[src/logic/lcdo_consts.vh]
`ifndef LCDO_CONSTS_VH
`define LCDO_CONSTS_VH

// ****************************************************************
// Register indices (byte address is four times the index)
// ****************************************************************
`define LCDO_IDX_LINK_CTRL 8'hA1
`define LCDO_IDX_SCRAMBLE 8'hA5
`define LCDO_IDX_OCT_FRAME 8'hA6
`define LCDO_IDX_FRAMES_MF 8'hA7
`define LCDO_IDX_OVR_ENABLE 8'hB4
`define LCDO_IDX_OVR_WORD_HI 8'hB8
`define LCDO_IDX_OVR_WORD_LO 8'hB9
`define LCDO_IDX_DETECT_CTRL 8'hD6
`define LCDO_IDX_ALIGN_CTRL 8'hE0
`define LCDO_IDX_STATUS 8'hE1

// ****************************************************************
// Field positions
// ****************************************************************
`define LCDO_BIT_CTRL_F 0
`define LCDO_BIT_CTRL_K 1
`define LCDO_BIT_SCRAMBLE 7
`define LCDO_BIT_OVR_LANE2 6
`define LCDO_BIT_FAST_EN 0
`define LCDO_BIT_PWR_EN 5
`define LCDO_BIT_ALIGN_EN 0

// ****************************************************************
// Reset and fixed link values
// ****************************************************************
`define LCDO_RST_OCT_FRAME 8'h01
`define LCDO_RST_REG 8'h00
`define LCDO_K_TWO_OCTET 5'h08
`define LCDO_K_ONE_OCTET 5'h10
`define LCDO_RES_N 5'h0D
`define LCDO_RES_NP 5'h0F
`define LCDO_LAST_OCTET 4'hD
`define LCDO_DB_TOP 7'h50
`define LCDO_DB_SPAN 7'h0F

`endif

[src/logic/lcdo_fifo.v]
`timescale 1ns/100ps
`default_nettype none

// Small FIFO whose output word and valid come straight from registers.
module lcdo_fifo #(
  parameter WIDTH = 13,
  parameter DEPTH = 4,
  parameter AW = 2
) (
  input wire clk,
  input wire nrst,
  input wire inValid,
  output wire inReady,
  input wire [WIDTH-1:0] inData,
  output reg outValid,
  input wire outReady,
  output reg [WIDTH-1:0] outData
);

  reg [WIDTH-1:0] mem [0:DEPTH-1];
  reg [AW-1:0] wrPtr_q;
  reg [AW-1:0] rdPtr_q;
  reg [AW:0] count_q;
  wire push;
  wire pop;

  assign inReady = (count_q != DEPTH[AW:0]);
  assign push = inValid && inReady;
  // The output register reloads whenever it is empty or being taken and a word is stored.
  assign pop = (count_q != {(AW+1){1'b0}}) && (!outValid || outReady);

  always @(posedge clk) begin
    if (push) begin
      mem[wrPtr_q] <= inData;
    end
  end

  always @(posedge clk or negedge nrst) begin
    if (!nrst) begin
      wrPtr_q <= {AW{1'b0}};
      rdPtr_q <= {AW{1'b0}};
      count_q <= {(AW+1){1'b0}};
      outValid <= 1'b0;
      outData <= {WIDTH{1'b0}};
    end else begin
      if (push) begin
        wrPtr_q <= wrPtr_q + {{(AW-1){1'b0}}, 1'b1};
      end
      if (pop) begin
        rdPtr_q <= rdPtr_q + {{(AW-1){1'b0}}, 1'b1};
        outData <= mem[rdPtr_q];
        outValid <= 1'b1;
      end else if (outReady) begin
        outValid <= 1'b0;
      end
      if (push && !pop) begin
        count_q <= count_q + {{AW{1'b0}}, 1'b1};
      end else if (pop && !push) begin
        count_q <= count_q - {{AW{1'b0}}, 1'b1};
      end
    end
  end

endmodule

`default_nettype wire

[src/logic/lcdo_top.v]
// Contract
// - Override enable replaces lane-2 coder word with stored 10-bit word.
// - Fast-code enable puts a 4-bit coarse sample on detect.
// - Power-estimate enable puts a 4-bit averaged power on detect; here only while fast-code enable is off, as fast-code takes priority.
// - Power estimate is logarithmic, about one decibel per code step.
// - Three-bit field selects the number of samples averaged.
// - Averaging window spans one thousand to sixteen thousand samples.
// - Alignment sequence is off after reset until enabled.
// - Send fourteen configuration octets, layout set by octets-per-frame.
// - Octet 4 carries octets-per-frame minus one: 1 or 0.
// - Device identifier and bank identifier are zero.
// - Frames-per-multiframe defaults 8 or 16 unless overridden.
// - Scramble flag in octet 3 follows software scramble enable.
//
// Decided for this implementation: the APB slave port.
`timescale 1ns/100ps
`default_nettype none
`include "lcdo_consts.vh"

module lcdo_top #(
  parameter AVG_BASE_LOG2 = 10,
  parameter FIFO_DEPTH = 4
) (
  input wire clk,
  input wire nrst,
  input wire psel,
  input wire penable,
  input wire pwrite,
  input wire [11:0] paddr,
  input wire [31:0] pwdata,
  output reg [31:0] prdata,
  output reg pready,
  output reg pslverr,
  input wire [13:0] sampleData,
  input wire sampleValid,
  input wire [9:0] lane2Coded,
  output reg [9:0] lane2Out,
  output reg [3:0] detectOut,
  output wire alignValid,
  input wire alignReady,
  output wire [7:0] alignOctet,
  output wire [3:0] alignIndex,
  output wire alignLane
);

  localparam ST_IDLE = 2'b00;
  localparam ST_RUN = 2'b01;
  localparam ST_DONE = 2'b10;
  localparam FW = 13;

  // ****************************************************************
  // Register file
  // ****************************************************************
  reg [1:0] linkCtrl_q;
  reg softScrambleEn_q;
  reg [7:0] octFrame_q;
  reg [4:0] framesMf_q;
  reg lane2OverrideEn_q;
  reg [3:0] wordHi_q;
  reg [5:0] wordLo_q;
  reg fastCodeDetectEn_q;
  reg powerEstimateEn_q;
  reg [2:0] powerAvgWindowSel_q;
  reg alignEn_q;
  reg [3:0] powerCode_q;
  reg [1:0] state_q;

  wire [9:0] lane2OverrideWord = {wordHi_q, wordLo_q};
  wire [9:0] regIdx = paddr[11:2];
  wire setupPhase = psel && !penable;
  wire wrDone = psel && penable && pready && pwrite;

  function known;
    input [9:0] idx;
    begin
      case (idx)
        {2'b00, `LCDO_IDX_LINK_CTRL}, {2'b00, `LCDO_IDX_SCRAMBLE},
        {2'b00, `LCDO_IDX_OCT_FRAME}, {2'b00, `LCDO_IDX_FRAMES_MF},
        {2'b00, `LCDO_IDX_OVR_ENABLE}, {2'b00, `LCDO_IDX_OVR_WORD_HI},
        {2'b00, `LCDO_IDX_OVR_WORD_LO}, {2'b00, `LCDO_IDX_DETECT_CTRL},
        {2'b00, `LCDO_IDX_ALIGN_CTRL}, {2'b00, `LCDO_IDX_STATUS}: begin
          known = 1'b1;
        end
        default: begin
          known = 1'b0;
        end
      endcase
    end
  endfunction

  reg [7:0] rdVal;
  always @* begin
    rdVal = 8'h00;
    case (regIdx)
      {2'b00, `LCDO_IDX_LINK_CTRL}: rdVal = {6'h00, linkCtrl_q};
      {2'b00, `LCDO_IDX_SCRAMBLE}: rdVal = {softScrambleEn_q, 7'h00};
      {2'b00, `LCDO_IDX_OCT_FRAME}: rdVal = octFrame_q;
      {2'b00, `LCDO_IDX_FRAMES_MF}: rdVal = {3'h0, framesMf_q};
      {2'b00, `LCDO_IDX_OVR_ENABLE}: rdVal = {1'b0, lane2OverrideEn_q, 6'h00};
      {2'b00, `LCDO_IDX_OVR_WORD_HI}: rdVal = {wordHi_q, 4'h0};
      {2'b00, `LCDO_IDX_OVR_WORD_LO}: rdVal = {wordLo_q, 2'h0};
      {2'b00, `LCDO_IDX_DETECT_CTRL}: begin
        rdVal = {2'h0, powerEstimateEn_q, powerAvgWindowSel_q, 1'b0,
          fastCodeDetectEn_q};
      end
      {2'b00, `LCDO_IDX_ALIGN_CTRL}: rdVal = {7'h00, alignEn_q};
      {2'b00, `LCDO_IDX_STATUS}: rdVal = {2'h0, state_q, powerCode_q};
      default: rdVal = 8'h00;
    endcase
  end

  // Answer is prepared in the setup cycle so that no wait state is added.
  always @(posedge clk or negedge nrst) begin
    if (!nrst) begin
      pready <= 1'b0;
      prdata <= 32'h00000000;
      pslverr <= 1'b0;
    end else begin
      pready <= setupPhase;
      if (setupPhase) begin
        prdata <= pwrite ? 32'h00000000 : {24'h000000, rdVal};
        pslverr <= !known(regIdx);
      end else begin
        pslverr <= 1'b0;
      end
    end
  end

  always @(posedge clk or negedge nrst) begin
    if (!nrst) begin
      linkCtrl_q <= 2'b00;
      softScrambleEn_q <= 1'b0;
      octFrame_q <= `LCDO_RST_OCT_FRAME;
      framesMf_q <= 5'h00;
      lane2OverrideEn_q <= 1'b0;
      wordHi_q <= 4'h0;
      wordLo_q <= 6'h00;
      fastCodeDetectEn_q <= 1'b0;
      powerEstimateEn_q <= 1'b0;
      powerAvgWindowSel_q <= 3'h0;
      alignEn_q <= 1'b0;
    end else if (wrDone) begin
      case (regIdx)
        {2'b00, `LCDO_IDX_LINK_CTRL}: linkCtrl_q <= pwdata[1:0];
        {2'b00, `LCDO_IDX_SCRAMBLE}: begin
          softScrambleEn_q <= pwdata[`LCDO_BIT_SCRAMBLE];
        end
        {2'b00, `LCDO_IDX_OCT_FRAME}: begin
          if (linkCtrl_q[`LCDO_BIT_CTRL_F]) begin
            octFrame_q <= pwdata[7:0];
          end
        end
        {2'b00, `LCDO_IDX_FRAMES_MF}: begin
          if (linkCtrl_q[`LCDO_BIT_CTRL_K]) begin
            framesMf_q <= pwdata[4:0];
          end
        end
        {2'b00, `LCDO_IDX_OVR_ENABLE}: begin
          lane2OverrideEn_q <= pwdata[`LCDO_BIT_OVR_LANE2];
        end
        {2'b00, `LCDO_IDX_OVR_WORD_HI}: wordHi_q <= pwdata[7:4];
        {2'b00, `LCDO_IDX_OVR_WORD_LO}: wordLo_q <= pwdata[7:2];
        {2'b00, `LCDO_IDX_DETECT_CTRL}: begin
          fastCodeDetectEn_q <= pwdata[`LCDO_BIT_FAST_EN];
          powerEstimateEn_q <= pwdata[`LCDO_BIT_PWR_EN];
          powerAvgWindowSel_q <= pwdata[4:2];
        end
        {2'b00, `LCDO_IDX_ALIGN_CTRL}: begin
          alignEn_q <= pwdata[`LCDO_BIT_ALIGN_EN];
        end
        default: begin
          alignEn_q <= alignEn_q;
        end
      endcase
    end
  end

  // ****************************************************************
  // Lane-2 override
  // ****************************************************************
  always @(posedge clk or negedge nrst) begin
    if (!nrst) begin
      lane2Out <= 10'h000;
    end else begin
      lane2Out <= lane2OverrideEn_q ? lane2OverrideWord : lane2Coded;
    end
  end

  // ****************************************************************
  // Power estimate
  // ****************************************************************
  reg [14:0] sampleCnt_q;
  reg [40:0] powerAcc_q;
  wire [13:0] mag = sampleData[13] ? (~sampleData + 14'h0001) : sampleData;
  wire [27:0] square = mag * mag;
  // Codes above four saturate at the longest window.
  wire [2:0] winSel = (powerAvgWindowSel_q > 3'h4) ? 3'h4 :
    powerAvgWindowSel_q;
  wire [5:0] shiftAmt = AVG_BASE_LOG2[5:0] + {3'h0, winSel};
  wire [14:0] lastSample = (15'h0001 << shiftAmt) - 15'h0001;
  wire [40:0] accNext = powerAcc_q + {13'h0000, square};
  wire [40:0] meanWide = accNext >> shiftAmt;
  wire [26:0] mean = meanWide[26:0];

  // Three decibels per power-of-two and a coarse mantissa lookup.
  function [6:0] toDb;
    input [26:0] v;
    integer i;
    reg [4:0] pos;
    reg [1:0] man;
    begin
      pos = 5'h00;
      man = 2'b00;
      for (i = 1; i < 27; i = i + 1) begin
        if (v[i]) begin
          pos = i[4:0];
          man = (i > 1) ? {v[i-1], v[i-2]} : {v[0], 1'b0};
        end
      end
      toDb = {pos, 1'b0} + {2'b00, pos} +
        ((man == 2'b00) ? 7'h00 : (man == 2'b01) ? 7'h01 : 7'h02);
    end
  endfunction

  wire [6:0] dbVal = toDb(mean);

  always @(posedge clk or negedge nrst) begin
    if (!nrst) begin
      sampleCnt_q <= 15'h0000;
      powerAcc_q <= 41'h00000000000;
      powerCode_q <= 4'h0;
    end else if (sampleValid) begin
      if (sampleCnt_q >= lastSample) begin
        sampleCnt_q <= 15'h0000;
        powerAcc_q <= 41'h00000000000;
        if (dbVal <= `LCDO_DB_TOP - `LCDO_DB_SPAN) begin
          powerCode_q <= 4'h0;
        end else if (dbVal >= `LCDO_DB_TOP) begin
          powerCode_q <= 4'hF;
        end else begin
          powerCode_q <= dbVal[3:0] - 4'h1;
        end
      end else begin
        sampleCnt_q <= sampleCnt_q + 15'h0001;
        powerAcc_q <= accNext;
      end
    end
  end

  // ****************************************************************
  // Detect output
  // ****************************************************************
  always @(posedge clk or negedge nrst) begin
    if (!nrst) begin
      detectOut <= 4'h0;
    end else if (fastCodeDetectEn_q) begin
      detectOut <= sampleData[13:10];
    end else if (powerEstimateEn_q) begin
      detectOut <= powerCode_q;
    end else begin
      detectOut <= 4'h0;
    end
  end

  // ****************************************************************
  // Alignment configuration octets
  // ****************************************************************
  wire twoLane = (octFrame_q == 8'h00);
  wire [4:0] framesMf = linkCtrl_q[`LCDO_BIT_CTRL_K] ? framesMf_q :
    (twoLane ? `LCDO_K_ONE_OCTET : `LCDO_K_TWO_OCTET);
  wire [4:0] lanesM1 = twoLane ? 5'h01 : 5'h00;
  wire [7:0] checksum = {7'h00, softScrambleEn_q} + {3'h0, lanesM1} +
    octFrame_q + {3'h0, framesMf} + {3'h0, `LCDO_RES_N} +
    {3'h0, `LCDO_RES_NP};

  function [7:0] octetOf;
    input [3:0] idx;
    input lid;
    begin
      case (idx)
        4'h2: octetOf = {7'h00, lid};
        4'h3: octetOf = {softScrambleEn_q, 2'b00, lanesM1};
        4'h4: octetOf = octFrame_q;
        4'h5: octetOf = {3'h0, framesMf};
        4'h7: octetOf = {3'h0, `LCDO_RES_N};
        4'h8: octetOf = {3'h0, `LCDO_RES_NP};
        4'hD: octetOf = checksum + {7'h00, lid};
        default: octetOf = 8'h00;
      endcase
    end
  endfunction

  reg [3:0] octIdx_q;
  reg lane_q;
  wire fifoInReady;
  wire pushOctet = (state_q == ST_RUN);

  always @(posedge clk or negedge nrst) begin
    if (!nrst) begin
      state_q <= ST_IDLE;
      octIdx_q <= 4'h0;
      lane_q <= 1'b0;
    end else begin
      case (state_q)
        ST_IDLE: begin
          if (alignEn_q) begin
            state_q <= ST_RUN;
          end
          octIdx_q <= 4'h0;
          lane_q <= 1'b0;
        end
        ST_RUN: begin
          if (fifoInReady) begin
            if (octIdx_q != `LCDO_LAST_OCTET) begin
              octIdx_q <= octIdx_q + 4'h1;
            end else if (twoLane && !lane_q) begin
              octIdx_q <= 4'h0;
              lane_q <= 1'b1;
            end else begin
              state_q <= ST_DONE;
            end
          end
        end
        ST_DONE: begin
          // Clearing the enable re-arms one more sequence.
          if (!alignEn_q) begin
            state_q <= ST_IDLE;
          end
        end
        default: begin
          state_q <= ST_IDLE;
        end
      endcase
    end
  end

  wire [FW-1:0] fifoOut;

  lcdo_fifo #(
    .WIDTH(FW),
    .DEPTH(FIFO_DEPTH),
    .AW(2)
  ) u_fifo (
    .clk(clk),
    .nrst(nrst),
    .inValid(pushOctet),
    .inReady(fifoInReady),
    .inData({lane_q, octIdx_q, octetOf(octIdx_q, lane_q)}),
    .outValid(alignValid),
    .outReady(alignReady),
    .outData(fifoOut)
  );

  assign alignLane = fifoOut[12];
  assign alignIndex = fifoOut[11:8];
  assign alignOctet = fifoOut[7:0];

endmodule

`default_nettype wire

[config.mk]
export PLATFORM = sky130hd
export DESIGN_NAME = lcdo_top
export DESIGN_NICKNAME = d
export VERILOG_FILES = /design/src/logic/lcdo_fifo.v /design/src/logic/lcdo_top.v
export VERILOG_INCLUDE_DIRS = /design/src /design/src/logic
export SDC_FILE = /design/constraint.sdc
export NUM_CORES = 1
export LEC_CHECK = 0
export BUFFER_PORTS_ARGS = -buffer_cell sky130_fd_sc_hd__buf_2
export CORE_UTILIZATION = 30
export CTS_CLUSTER_DIAMETER = 30
export CTS_CLUSTER_SIZE = 30
export DETAILED_ROUTE_END_ITERATION = 8
export GPL_TIMING_DRIVEN = 1
export PLACE_DENSITY_LB_ADDON = 0.05
export SLEW_MARGIN = 25
export SYNTH_ARGS = -nofsm -noshare
export SYNTH_HDL_FRONTEND = slang
export SYNTH_SLANG_ARGS = --single-unit
[constraint.sdc]
create_clock -name clk -period 23.1 [get_ports clk]
set_clock_uncertainty 0.2 [all_clocks]
set_input_delay 6.93 -clock clk [delete_from_list [all_inputs] [get_ports clk]]
set_output_delay 6.93 -clock clk [all_outputs]
set_load 0.005 [all_outputs]
==> flow_results.xml, run 1 <==
<?xml version="1.0" encoding="UTF-8"?>
<metrics>
  <group name="yosys">
    <metric name="synthArstFlopShare" unit="%">73.60</metric>
    <metric name="number_of_enable_type_register_cells_in_the_synthesized_netlist" unit="">52</metric>
    <metric name="yosys.area.top_type" unit="">sky130_fd_sc_hd__dfrtp_1</metric>
    <metric name="post_synth.cell_area_avg" unit="sq um">9.265</metric>
    <metric name="synthFlopType" unit="">sky130_fd_sc_hd__dfrtp_1</metric>
    <metric name="synth.top_cell.area_share" unit="%">18.46</metric>
    <metric name="synthesis.area" unit="sq mm">0.01952</metric>
    <metric name="yosys-top-cells-area" unit="">sky130_fd_sc_hd__dfrtp_1 (18%), sky130_fd_sc_hd__fa_1 (15%), sky130_fd_sc_hd__ha_1 (8.2%)</metric>
    <metric name="synth-seq-area-share" unit="%">26.59</metric>
    <metric name="yosysUniqueCellTypes" unit="">108</metric>
    <metric name="ys_ff_latch" unit="">197</metric>
    <metric name="synth_most_common_cell" unit="">sky130_fd_sc_hd__inv_1</metric>
    <metric name="synthesis.instances" unit="">2107</metric>
    <metric name="synth.yosys.warnings" unit="">0</metric>
    <metric name="synth_top_cells_by_count" unit="">sky130_fd_sc_hd__inv_1 (250), sky130_fd_sc_hd__nand2_1 (226), sky130_fd_sc_hd__fa_1 (150), sky130_fd_sc_hd__dfrtp_1 (144), sky130_fd_sc_hd__nor2_1 (139)</metric>
  </group>
  <group name="cts">
    <metric name="clk_path_buf_depth" unit="">2</metric>
    <metric name="cts_made_buffers" unit="">17</metric>
    <metric name="ctsHtreeMaxLevel" unit="">4</metric>
    <metric name="cts_repair_resize_count" unit="">0</metric>
    <metric name="clock_latency" unit="ps">480</metric>
    <metric name="post_cts.repair.setup_buffers" unit="">0</metric>
    <metric name="tritoncts" unit="">yes</metric>
    <metric name="clk_pin_slew_worst_paths" unit="ps">90</metric>
    <metric name="number_of_clock_sinks_seen_by_cts" unit="">197</metric>
    <metric name="postCtsHoldBufs" unit="">0</metric>
    <metric name="ctsRootBufferMaster" unit="">sky130_fd_sc_hd__clkbuf_16</metric>
  </group>
  <group name="drt">
    <metric name="drt_drc_violations_left" unit="">0</metric>
    <metric name="dr_wl_met2" unit="um">26330</metric>
    <metric name="drt_wl_total" unit="um">61970</metric>
    <metric name="drt-vias-per-instance" unit="">5.169</metric>
    <metric name="detailroute.via_count" unit="">15670</metric>
    <metric name="wirelength_met1" unit="um">32490</metric>
    <metric name="detailedRoute.firstIterationViolations" unit="">1253</metric>
    <metric name="drt-pass1-iter-count" unit="">7</metric>
    <metric name="dr.max_layer_used" unit="">met4</metric>
    <metric name="avgRoutedWirePerCell" unit="um">20.44</metric>
    <metric name="antenna_violating_nets_post_route" unit="">0</metric>
    <metric name="route.met3.wl" unit="um">2156</metric>
  </group>
  <group name="timing">
    <metric name="report.final.hold_viol_count" unit="">0</metric>
    <metric name="finalCriticalPeriod" unit="ps">19630</metric>
    <metric name="layout_worst_path_cycle_share" unit="%">84.96</metric>
    <metric name="totalNegativeSetupSlack" unit="ps">0</metric>
    <metric name="grt_setup_unrepaired" unit="">no</metric>
    <metric name="timing.max_slew.rel_slack" unit="%">35.61</metric>
    <metric name="report.final.slew_viol_count" unit="">0</metric>
    <metric name="timing.fmax" unit="MHz">50.95</metric>
    <metric name="timing_worst_slew_pin_value" unit="ps">964.1</metric>
    <metric name="final-setup-viol-count" unit="">0</metric>
    <metric name="setup_slack" unit="ps">3474</metric>
  </group>
  <group name="global_route">
    <metric name="number_of_antenna_violations_at_the_first_check_in_global_routing" unit="">1</metric>
    <metric name="groute.usage.overall" unit="%">19.16</metric>
    <metric name="first_pass_grt_wire_length" unit="um">97030</metric>
    <metric name="global_route.overflow_total" unit="">0</metric>
    <metric name="grt_start_max_net_pins" unit="">64</metric>
    <metric name="via_count_of_the_first_global_routing_pass" unit="">15770</metric>
  </group>
  <group name="cells_and_area">
    <metric name="area_delta_synth_final" unit="%">9.698</metric>
    <metric name="nets" unit="">2517</metric>
    <metric name="fillerInstances" unit="">6730</metric>
    <metric name="proportion_of_layout_cells_with_a_drive_suffix_above_1" unit="%">11.81</metric>
    <metric name="antenna_cells" unit="">0</metric>
  </group>
  <group name="floorplan">
    <metric name="num_rows" unit="">93</metric>
    <metric name="die_boundary_height" unit="um">257.1</metric>
    <metric name="core_region_area" unit="sq mm">0.06435</metric>
    <metric name="ios" unit="">137</metric>
    <metric name="start_util" unit="%">30.34</metric>
    <metric name="die-area" unit="sq mm">0.06610</metric>
    <metric name="die_width" unit="um">257.1</metric>
  </group>
  <group name="worst_hold_path">
    <metric name="min_path_type" unit="">flip-flop to flip-flop</metric>
  </group>
  <group name="critical_path">
    <metric name="path_common_cell" unit="">sky130_fd_sc_hd__fa_1</metric>
    <metric name="path_max_fanout" unit="">11</metric>
    <metric name="cp-end-kind" unit="">flip-flop</metric>
    <metric name="crit_path_max_incr_delay" unit="ps">950</metric>
    <metric name="criticalPathCategory" unit="">primary input to flip-flop</metric>
    <metric name="crit_slowest_cell" unit="">sky130_fd_sc_hd__a222oi_1</metric>
    <metric name="crit_required" unit="ps">23300</metric>
    <metric name="worstSetupStartpointType" unit="">primary input</metric>
    <metric name="arrival_time_of_data_at_the_critical_path_endpoint" unit="ps">19830</metric>
  </group>
  <group name="outcome">
    <metric name="status" unit="">complete, no violations</metric>
  </group>
  <group name="placed_design">
    <metric name="count_of_port_buffers_added_during_placement" unit="">86</metric>
    <metric name="dp_worst_setup_slack" unit="ps">2923</metric>
    <metric name="detailedPlacementHpwl" unit="um">48900</metric>
    <metric name="gpl.final_weighted_congestion" unit="">0.8657</metric>
  </group>
  <group name="flow_run">
    <metric name="maxCapViolCount" unit="">0</metric>
  </group>
</metrics>
-- area by class of cell --
| type | count | area (sq um) | area share (%) |
|---|---|---|---|
| Multi-Input combinational cell | 1580 | 12960 | 60.50 |
| Sequential cell | 197 | 5192 | 24.25 |
| Tap cell | 855 | 1070 | 4.996 |
| Inverter | 256 | 960.9 | 4.487 |
| Timing Repair Buffer | 112 | 631.9 | 2.951 |
| Clock buffer | 17 | 425.4 | 1.987 |
| Clock inverter | 15 | 177.7 | 0.8297 |
-- routing by layer --
layer / vias to the layer above / global-route usage (%)
li1: 7487 / -
met1: 7839 / 29.66
met2: 294 / 28.17
met3: 53 / 2.049
met4: 0 / 4.448
met5: - / 0
-- cells by family (layout without fill, tap and decap cells) --
kind of cell,after synthesis,in the layout,synth area share [%]
fa+ha+maj,278,278,23.59
other cells,2,40,0.03847
xor+xnor,63,63,2.904
flops,197,197,26.59
compound gates,504,504,18.65
simple gates,609,609,14.76
buf+inv,368,400,7.826
mux,86,86,5.640
-- worst max-delay path, delay by kind of cell --
kind                       cells  cell delay [ps]
xor gates and xnor gates       2              760
adders and majority gates     10             4550
buffers and inverters          8             1540
AOI/OAI and AO/OA             18             4820
and+or+nand+nor                6             1170
-- sequential cells by signal, summed over array words and instances (netlist names), 2 cells and up --
register	count
framesMf_q	5
u_fifo.outData	13
lane2Out	10
linkCtrl_q	2
u_fifo.count_q	3
u_fifo.wrPtr_q	2
powerAcc_q	41
state_q	2
prdata	8
wordLo_q	6
octFrame_q	8
u_fifo.mem	52
sampleCnt_q	15
powerCode_q	4
powerAvgWindowSel_q	3
detectOut	4
u_fifo.rdPtr_q	2
wordHi_q	4
octIdx_q	4
-- worst paths after layout --
| check | from | endpoint | slack [ps] | cells past startpoint |
|---|---|---|---|---|
| worst max-delay path | sampleData[0] | powerCode_q[2] | 3470 | 44 |
| worst min-delay path | prdata[6] | prdata[6] | 290 | 2 |
| worst max register to register | powerAcc_q[12] | powerCode_q[2] | 12370 | 34 |
| worst min register to register | prdata[6] | prdata[6] | 290 | 2 |
| max in group asynchronous | nrst | alignEn_q | 14640 | 3 |
| min in group asynchronous | nrst | powerAcc_q[6] | 6120 | 1 |
-- cell usage in the layout (no fill, tap or decap), drive strengths merged, types with 26 or more instances in the layout --
| cell | instances |
|---|---|
| nor2 | 140 |
| o21ai | 120 |
| nand3 | 48 |
| dfrtp | 144 |
| a21oi | 89 |
| nor3 | 33 |
| mux2 | 52 |
| ha | 128 |
| inv | 258 |
| conb | 40 |
| xnor2 | 40 |
| fa | 150 |
| and2 | 26 |
| buf | 112 |
| edfxtp | 52 |
| nand2 | 226 |
| o2bb2ai | 29 |
-- stage by stage --
step	instance area, sq um	std cells	hold WS, ps	utilization [%]
detailed placement	20810	3000	270.4	32.34
global placement	20810	3000	264.9	32.34
global route	21410	3032	308.6	33.28
floorplan	19660	2145	258.7	-
finish	21410	3032	289.4	33.28
CTS	21410	3032	293.0	33.28
Power of run 1 is not shown: default switching activity piles up to over one toggle a cycle in this logic, so the estimate is an artifact.
==> run 2: changes to the inputs <==
Settings changed: ABC_AREA from default to 1, CORE_UTILIZATION 30 to default, PLACE_DENSITY_LB_ADDON 0.05 to default.
Clock period 23.1 ns to 17.65 ns, I/O delays scaled along.
==> run 2 against run 1 <==
Compared with the run above: the run now fails in 1_2_yosys.
==> flow_results.xml, run 2 <==
<?xml version="1.0" encoding="UTF-8"?>
<metrics>
  <group name="outcome">
    <metric name="status" unit="">aborted with a tool error</metric>
    <metric name="flow.stopped_at" unit="">1_2_yosys</metric>
    <metric name="firstError" unit="">ERROR: ABC failed with status B</metric>
  </group>
  <group name="yosys">
    <metric name="synth.yosys.warnings" unit="">0</metric>
  </group>
</metrics>
